### src/ecm_pkg.sv
`default_nettype none
package ecm_pkg;
  localparam int DATA_W = 16;
  localparam int CHECK_W = 6;
  localparam int WORD_W = DATA_W + CHECK_W;
  localparam int BANKS = 8;
  localparam int BASE_BANKS = 4;
  localparam int BANK_KBYTES = 128;
  localparam int BANK_WORD_AW = 16;
  localparam int BANK_W = 3;
  localparam int ADDR_W = BANK_W + BANK_WORD_AW;
  localparam int SYND_W = CHECK_W;
  localparam int REFRESH_NS = 15600;
  localparam int CLOCK_NS = 10;
  localparam int REFRESH_CYCLES = REFRESH_NS / CLOCK_NS;
  localparam int REFRESH_BUSY = 4;
  localparam logic [1:0] BYTE_LOW = 2'h1;
  localparam logic [1:0] BYTE_HIGH = 2'h2;
  localparam logic [1:0] BYTE_BOTH = 2'h3;
  typedef enum logic [2:0] {
    ECM_IDLE = 3'b000,
    ECM_READ = 3'b001,
    ECM_CHECK = 3'b010,
    ECM_WRITE = 3'b011,
    ECM_REFRESH = 3'b100
  } ecm_state_t;
endpackage
`default_nettype wire

### src/ecm_controller.sv
// Behaviour
// Each word holds sixteen data bits and six generated check bits.
// Eight 128 KB banks; lower four base, upper four expansion.
// Every read compares stored check bits with recomputed ones.
// All single and double bit errors are detected.
// Syndrome identifies the single erroneous bit position.
// Single data-bit error is corrected by inversion.
// Single check-bit error leaves data unchanged, only reported.
// Double-bit errors are reported, never corrected.
// Any error latches syndrome and address and raises interrupt.
// Processor handler may scrub the location and log the error.
// Processor may access words or single bytes.
// Periodic refresh cycles arbitrated against processor accesses.
// Ready signalled after checking; processor cycle held until then.
// Byte write is read, correct, merge, regenerate check, write back.
`timescale 1ns/1ps
`default_nettype none
module ecm_controller #(
  parameter int REFRESH_INTERVAL = ecm_pkg::REFRESH_CYCLES,
  parameter bit EXPANSION = 1'b1
) (
  // Clock and reset
  input wire logic clock,
  input wire logic srst,
  // Processor side
  input wire logic cpuReq,
  input wire logic cpuWrite,
  input wire logic [1:0] cpuBytes,
  input wire logic [ecm_pkg::ADDR_W-1:0] cpuAddr,
  input wire logic [15:0] cpuWdata,
  output logic cpuReady,
  output logic [15:0] cpuRdata,
  output logic cpuFault,
  // Error report
  output logic errIrq,
  output logic [5:0] errSyndrome,
  output logic [ecm_pkg::ADDR_W-1:0] errAddr,
  output logic errDouble,
  input wire logic errAck,
  // Array side
  output logic ramRead,
  output logic ramWrite,
  output logic ramRefresh,
  output logic [ecm_pkg::BANK_W-1:0] ramBank,
  output logic [ecm_pkg::BANK_WORD_AW-1:0] ramAddr,
  output logic [21:0] ramWdata,
  input wire logic [21:0] ramRdata
);
  // Shorter intervals leave no room for an access between two refreshes
  if (REFRESH_INTERVAL < 8) begin : g_bad_interval
    $error("Refresh interval too short");
  end
  ecm_pkg::ecm_state_t state, next_state;
  logic [31:0] refCnt, next_refCnt;
  logic refPend, next_refPend;
  logic [2:0] busyCnt, next_busyCnt;
  logic [21:0] rdHold, next_rdHold;
  logic next_cpuReady, next_ramRead, next_ramWrite, next_ramRefresh;
  logic [15:0] next_cpuRdata;
  logic next_cpuFault, next_errIrq, next_errDouble;
  logic [5:0] next_errSyndrome;
  logic [ecm_pkg::ADDR_W-1:0] next_errAddr;
  logic [ecm_pkg::BANK_W-1:0] next_ramBank;
  logic [ecm_pkg::BANK_WORD_AW-1:0] next_ramAddr;
  logic [21:0] next_ramWdata;
  logic [5:0] genCheck, synd;
  logic [15:0] fixed, merged;
  logic sErr, dErr;
  logic bankOk;
  ecm_code decode (
    .data(rdHold[15:0]),
    .storedCheck(rdHold[21:16]),
    .check(),
    .syndrome(synd),
    .corrected(fixed),
    .singleErr(sErr),
    .doubleErr(dErr)
  );
  ecm_code encode (
    .data(merged),
    .storedCheck(6'h00),
    .check(genCheck),
    .syndrome(),
    .corrected(),
    .singleErr(),
    .doubleErr()
  );
  // Upper four banks exist only with the expansion board fitted
  assign bankOk = EXPANSION || (cpuAddr[ecm_pkg::ADDR_W-1] == 1'b0);
  always_comb begin
    merged = cpuWdata;
    if (!cpuBytes[0]) begin
      merged[7:0] = fixed[7:0];
    end
    if (!cpuBytes[1]) begin
      merged[15:8] = fixed[15:8];
    end
  end
  always_comb begin
    next_state = state;
    next_refCnt = refCnt + 32'h1;
    next_refPend = refPend;
    next_busyCnt = busyCnt;
    next_rdHold = rdHold;
    next_cpuReady = 1'b0;
    next_cpuRdata = cpuRdata;
    next_cpuFault = 1'b0;
    next_errIrq = errIrq && !errAck;
    next_errDouble = errDouble;
    next_errSyndrome = errSyndrome;
    next_errAddr = errAddr;
    next_ramRead = 1'b0;
    next_ramWrite = 1'b0;
    next_ramRefresh = 1'b0;
    next_ramBank = ramBank;
    next_ramAddr = ramAddr;
    next_ramWdata = ramWdata;
    unique case (state)
      ecm_pkg::ECM_IDLE: begin
        // Refresh wins over a waiting access; the processor simply stays held
        if (refPend) begin
          next_refPend = 1'b0;
          next_ramRefresh = 1'b1;
          next_busyCnt = 3'(ecm_pkg::REFRESH_BUSY);
          next_state = ecm_pkg::ECM_REFRESH;
        end else if (cpuReq && !cpuReady && !cpuFault) begin
          next_ramBank = cpuAddr[ecm_pkg::ADDR_W-1 -: ecm_pkg::BANK_W];
          next_ramAddr = cpuAddr[ecm_pkg::BANK_WORD_AW-1:0];
          if (!bankOk) begin
            next_cpuFault = 1'b1;
            next_cpuReady = 1'b1;
          end else if (cpuWrite && cpuBytes == ecm_pkg::BYTE_BOTH) begin
            next_state = ecm_pkg::ECM_WRITE;
          end else begin
            next_ramRead = 1'b1;
            next_state = ecm_pkg::ECM_READ;
          end
        end
      end
      ecm_pkg::ECM_READ: begin
        next_rdHold = ramRdata;
        next_state = ecm_pkg::ECM_CHECK;
      end
      ecm_pkg::ECM_CHECK: begin
        if (sErr || dErr) begin
          next_errIrq = 1'b1;
          next_errSyndrome = synd;
          next_errAddr = {ramBank, ramAddr};
          next_errDouble = dErr;
        end
        if (cpuWrite) begin
          next_state = ecm_pkg::ECM_WRITE;
        end else begin
          next_cpuRdata = fixed;
          next_cpuReady = 1'b1;
          next_state = ecm_pkg::ECM_IDLE;
        end
      end
      ecm_pkg::ECM_WRITE: begin
        next_ramWdata = {genCheck, merged};
        next_ramWrite = 1'b1;
        next_cpuReady = 1'b1;
        next_state = ecm_pkg::ECM_IDLE;
      end
      ecm_pkg::ECM_REFRESH: begin
        next_busyCnt = busyCnt - 3'h1;
        if (busyCnt == 3'h1) begin
          next_state = ecm_pkg::ECM_IDLE;
        end
      end
      default: begin
        next_state = ecm_pkg::ECM_IDLE;
      end
    endcase
    // After the case, so a new refresh request wins over the clear in idle
    if (refCnt >= 32'(REFRESH_INTERVAL - 1)) begin
      next_refCnt = 32'h0;
      next_refPend = 1'b1;
    end
  end
  always_ff @(posedge clock) begin
    if (srst) begin
      state <= ecm_pkg::ECM_IDLE;
      refCnt <= 32'h0;
      refPend <= 1'b0;
      busyCnt <= 3'h0;
      rdHold <= 22'h000000;
      cpuReady <= 1'b0;
      cpuRdata <= 16'h0000;
      cpuFault <= 1'b0;
      errIrq <= 1'b0;
      errDouble <= 1'b0;
      errSyndrome <= 6'h00;
      errAddr <= '0;
      ramRead <= 1'b0;
      ramWrite <= 1'b0;
      ramRefresh <= 1'b0;
      ramBank <= '0;
      ramAddr <= '0;
      ramWdata <= 22'h000000;
    end else begin
      state <= next_state;
      refCnt <= next_refCnt;
      refPend <= next_refPend;
      busyCnt <= next_busyCnt;
      rdHold <= next_rdHold;
      cpuReady <= next_cpuReady;
      cpuRdata <= next_cpuRdata;
      cpuFault <= next_cpuFault;
      errIrq <= next_errIrq;
      errDouble <= next_errDouble;
      errSyndrome <= next_errSyndrome;
      errAddr <= next_errAddr;
      ramRead <= next_ramRead;
      ramWrite <= next_ramWrite;
      ramRefresh <= next_ramRefresh;
      ramBank <= next_ramBank;
      ramAddr <= next_ramAddr;
      ramWdata <= next_ramWdata;
    end
  end
endmodule
`default_nettype wire

### src/ecm_code.sv
`timescale 1ns/1ps
`default_nettype none
module ecm_code (
  // Raw word
  input wire logic [15:0] data,
  input wire logic [5:0] storedCheck,
  // Generated check and decode
  output logic [5:0] check,
  output logic [5:0] syndrome,
  output logic [15:0] corrected,
  output logic singleErr,
  output logic doubleErr
);
  // Hamming positions 1..21, parity position 0 overall; check bit k sits at position 2**k
  function automatic logic [4:0] dataPos(input int i);
    int p;
    int n;
    p = 0;
    n = 0;
    for (int q = 3; q < 22; q++) begin
      if ((q & (q - 1)) != 0) begin
        if (n == i) begin
          p = q;
        end
        n++;
      end
    end
    return 5'(p);
  endfunction
  logic [4:0] hamm;
  logic overall;
  logic [4:0] storedH;
  logic [4:0] syn;
  logic parityBad;
  always_comb begin
    hamm = 5'h00;
    overall = 1'b0;
    for (int i = 0; i < 16; i++) begin
      if (data[i]) begin
        hamm = hamm ^ dataPos(i);
      end
      overall = overall ^ data[i];
    end
    check = {^{hamm, overall}, hamm};
    storedH = storedCheck[4:0];
    syn = hamm ^ storedH;
    parityBad = ^{data, storedCheck};
    syndrome = {parityBad, syn};
    singleErr = parityBad;
    doubleErr = !parityBad && (syn != 5'h00);
    corrected = data;
    for (int i = 0; i < 16; i++) begin
      if (parityBad && syn == dataPos(i)) begin
        corrected[i] = ~data[i];
      end
    end
    // Check-bit positions match no data position, so data passes unchanged
  end
endmodule
`default_nettype wire

### config.mk
export PLATFORM = sky130hd
export DESIGN_NAME = ecm_controller
export DESIGN_NICKNAME = d
export VERILOG_FILES = /design/src/ecm_pkg.sv /design/src/ecm_controller.sv /design/src/ecm_code.sv
export SDC_FILE = /design/constraint.sdc
export NUM_CORES = 1
export LEC_CHECK = 0
export BUFFER_PORTS_ARGS = -buffer_cell sky130_fd_sc_hd__buf_4
export CAP_MARGIN = 5
export CORE_UTILIZATION = 54
export DETAILED_ROUTE_END_ITERATION = 8
export PLACE_DENSITY = 0.91
export SLEW_MARGIN = 20
export SYNTH_ARGS = -nofsm -noshare
export SYNTH_HDL_FRONTEND = slang
export SYNTH_SLANG_ARGS = --single-unit
### constraint.sdc
create_clock -name clock -period 4.3 [get_ports clock]
set_clock_uncertainty 0.15 [all_clocks]
set_input_delay 0.215 -clock clock [delete_from_list [all_inputs] [get_ports clock]]
set_output_delay 0.215 -clock clock [all_outputs]
set_load 0.05 [all_outputs]
==> results.sh <==
export IMPL_status="finished clean"
export IMPL_leakagePower_nw=3.69
export IMPL_tns_ns=0
export IMPL_fmax_mhz=244
export IMPL_setup_viol=0
export IMPL_grt_max_degree=63
export IMPL_tightest_slew_ns=0.933
export IMPL_async_flop_share_pct=0
export IMPL_regArea_mm2=0.00298
export IMPL_synth_edff_count=0
export IMPL_ios=153
export IMPL_path_class="register to register"
export IMPL_clockBufferDepth=2
export IMPL_cts_tree="done"
export IMPL_ant_nets=0
export IMPL_layout_min_cycle_time_ns=4.10
export IMPL_critical_path_most_common_cell="xnor2_1"
export IMPL_wl_per_cell_um=17.4
export IMPL_cts_sinks=149
export IMPL_die_x_um=114
export IMPL_critical_path_required_ns=4.48
export IMPL_rsz0062_at_grt="no"
export IMPL_grt_pass1_vias=6214
export IMPL_grt_usage_pct=32.3
export IMPL_arrival_ns=4.28
export IMPL_ir_drop_mv=0.306
export IMPL_core_mm2=0.0121
export IMPL_synthFlopType="dfxtp_1"
export IMPL_highest_layer="met4"
export IMPL_syn_inst=774
export IMPL_htree_num_levels=4
export IMPL_drive_gt1_share_pct=24.2
export IMPL_rr_startpoint="rdHold[13]$_SDFFE_PP0P_"
export IMPL_cap_violations=0
export IMPL_worstSkewPairLatency_ns=0.43
export IMPL_rrSetupSlack_ns=0.20
export IMPL_grt_first_pass_wirelength_mm=31.7
export IMPL_path_depth=13
export IMPL_dieArea_mm2=0.0129
export IMPL_ys_ff_latch=149
export IMPL_hpwlAfterDp_mm=13.1
export IMPL_yosysSeqAreaShare_pct=44.4
export IMPL_clkTransAtPathRegs_ns=0.06
export IMPL_root_buffer="clkbuf_16"
export IMPL_synth_top_cell_area_share_pct=44.4
export IMPL_cp_max_fo=8
export IMPL_cp_buffers_inverters=1
export IMPL_die_y_um=114
export IMPL_n_antenna_cell=0
export IMPL_area_delta_synth_final_pct=35.7
export IMPL_cts_buffers=17
export IMPL_wl_met2_mm=9.93
export IMPL_synth_largest_area_cell="dfxtp_1"
export IMPL_place_congestion=0.973
export IMPL_critPathCapture="ramWdata[21]$_SDFFE_PP0P_"
export IMPL_io_buffers=151
export IMPL_critPathTopFamily="XOR/XNOR gates"
export IMPL_r2r_end="ramWdata[21]$_SDFFE_PP0P_"
export IMPL_hold_viol=0
export IMPL_worstSetupEndpointType="register"
export IMPL_cts_setup_buffers=0
export IMPL_grt_ovfl_total=0
export IMPL_yosysWarnings=0
export IMPL_antenna_found_initial=0
export IMPL_critical_path_slowest_cell="xnor3_2"
export IMPL_reg2regPathDepth=13
export IMPL_multi_input_area_mm2=0.00362
export IMPL_min_period_over_period_pct=95.3
export IMPL_slew_headroom_pct=37.6
export IMPL_start_util_pct=55.7
export IMPL_critPathLaunchType="register"
export IMPL_fin_nets=1047
export IMPL_synth_avg_cell_area_um2=8.68
export IMPL_cp_startpoint="rdHold[13]$_SDFFE_PP0P_"
export IMPL_wl_met1_mm=8.11
export IMPL_wl_met3_mm=1.45
export IMPL_drtIter0Drc=624
export IMPL_num_vias=6448
export IMPL_powerDensity_mw_per_mm2=399
export IMPL_hp_class="input port to register"
export IMPL_fillers=812
export IMPL_slowest_delay_ns=0.52
export IMPL_viasPerCell=5.56
export IMPL_drc=0
export IMPL_syn_area_mm2=0.00672
export IMPL_netlist_top_cells_area="dfxtp_1 44%, nand2_1 8.8%, a21oi_1 6.6%, xnor2_1 6.0%, nor2_1 4.9%"
export IMPL_path_cells="xnor2_1 -> xnor3_2 -> xnor2_1 -> buf_4 -> nor2_1 -> a31oi_1 -> o22ai_1 -> mux2i_2 -> xnor3_1 -> xor2_2 -> xnor2_1 -> nor2_1 -> a211oi_1"
export IMPL_row_count=40
export IMPL_finalWirelength_mm=20.2
export IMPL_synth_cell_types=70
export IMPL_final_max_slew_viol_count=0
export IMPL_post_route_util_pct=75.6
export IMPL_drt_first_pass_iters=7
==> worst min-delay path by stage <==
stage	startpoint	endpoint	slack, ns	cells after the start
finish	cpuBytes[1]	ramRead$_SDFF_PP0_	0.02	2
global route	cpuBytes[1]	ramRead$_SDFF_PP0_	0.02	2
CTS	cpuBytes[1]	ramRead$_SDFF_PP0_	0.007	2
detailed placement	errAddr[11]$_SDFFE_PP0P_	errAddr[11]$_SDFFE_PP0P_	0.29	2
global placement	errAddr[16]$_SDFFE_PP0P_	errAddr[16]$_SDFFE_PP0P_	0.29	2
floorplan	cpuWrite	cpuReady$_SDFF_PP0_	0.16	1
==> Yosys cell counts, types with 3 or more instances <==
| cell type | instances |
|---|---|
| a211oi_1 | 23 |
| a21oi_1 | 89 |
| a21oi_2 | 4 |
| a22o_1 | 3 |
| a311oi_1 | 3 |
| a31oi_1 | 3 |
| and3_1 | 3 |
| buf_2 | 7 |
| clkbuf_1 | 36 |
| dfxtp_1 | 149 |
| ha_1 | 3 |
| inv_1 | 10 |
| mux2i_1 | 3 |
| nand2_1 | 158 |
| nand3_1 | 10 |
| nand4_1 | 7 |
| nor2_1 | 87 |
| nor3_1 | 12 |
| nor4_1 | 8 |
| o211ai_1 | 3 |
| o21ai_0 | 8 |
| o21ai_1 | 3 |
| or4_1 | 3 |
| xnor2_1 | 46 |
| xnor2_2 | 5 |
| xnor3_1 | 5 |
| xnor3_2 | 7 |
| xor2_1 | 16 |
==> sequential cells by signal, summed over array words and instances, names as in the netlist, 3 cells and up <==
signal       flops
busyCnt          3
cpuRdata        16
errAddr         19
errSyndrome      6
ramAddr         16
ramBank          3
ramWdata        22
rdHold          22
refCnt          32
state            3
==> per-layer routing <==
layer | track usage [%] | up-vias
met3 | 8.08 | 64
met1 | 38.4 | 3049
met2 | 55.1 | 305
li1 | - | 3030
met4 | 14.8 | 0
met5 | 0 | -
==> final cells by class <==
type	count	share of cell area [%]
flip-flops and latches	149	32.7
clock inverters	10	1.07
clock buffers	21	5.16
well taps	168	2.31
repair buffers	212	18.6
multi-input cells	589	39.7
inverters	11	0.453
==> power breakdown <==
part | internal [mW] | switching, mW
logic | 0.312 | 0.444
clock network | 0.842 | 0.586
registers | 1.42 | 0.0333
total | 2.57 | 1.06
==> cell families after synthesis <==
family | count (synthesis) | share of synthesized area, %
AOI/OAI and AO/OA | 164 | 15.4
xor gates and xnor gates | 85 | 15.4
adders and majority gates | 3 | 0.559
buffers and inverters | 57 | 3.57
DFF | 149 | 44.4
muxes | 5 | 0.819
other | 1 | 0.0558
and+or+nand+nor | 310 | 19.8
==> through the flow <==
stage | cell area [um2] | hold slack, ns | std cells | setup slack [ns] | power [mW]
2_1_floorplan | 6800 | 0.157 | 795 | 0.655 | 1.97
3_3_place_gp | 8100 | 0.288 | 1086 | 0.342 | 2.17
3_5_place_dp | 8100 | 0.294 | 1086 | 0.277 | 2.18
4_1_cts | 9090 | 0.00747 | 1160 | 0.0885 | 3.61
5_1_grt | 9120 | 0.0216 | 1160 | 0.0496 | 3.75
6_report | 9120 | 0.0221 | 1160 | 0.203 | 3.64
==> timing repair <==
item                                    CTS  global route
resized for setup                         0             2
endpoints found under the hold margin    46             0
endpoints found under the setup margin    0             1
hold buffers                             43             0
==> layout by cell type (no fill, tap or decap), drive strengths merged, types with 11 or more instances in the layout <==
cell	n
dfxtp	149
xnor2	51
dlygate4sd3	43
xor2	18
nand2	158
nand3	11
inv	13
xnor3	13
a21oi	93
conb	22
clkbuf	21
buf	169
o21ai	13
a211oi	23
nor3	13
nor2	88
Note: power is estimated with default switching activity, not from simulation.
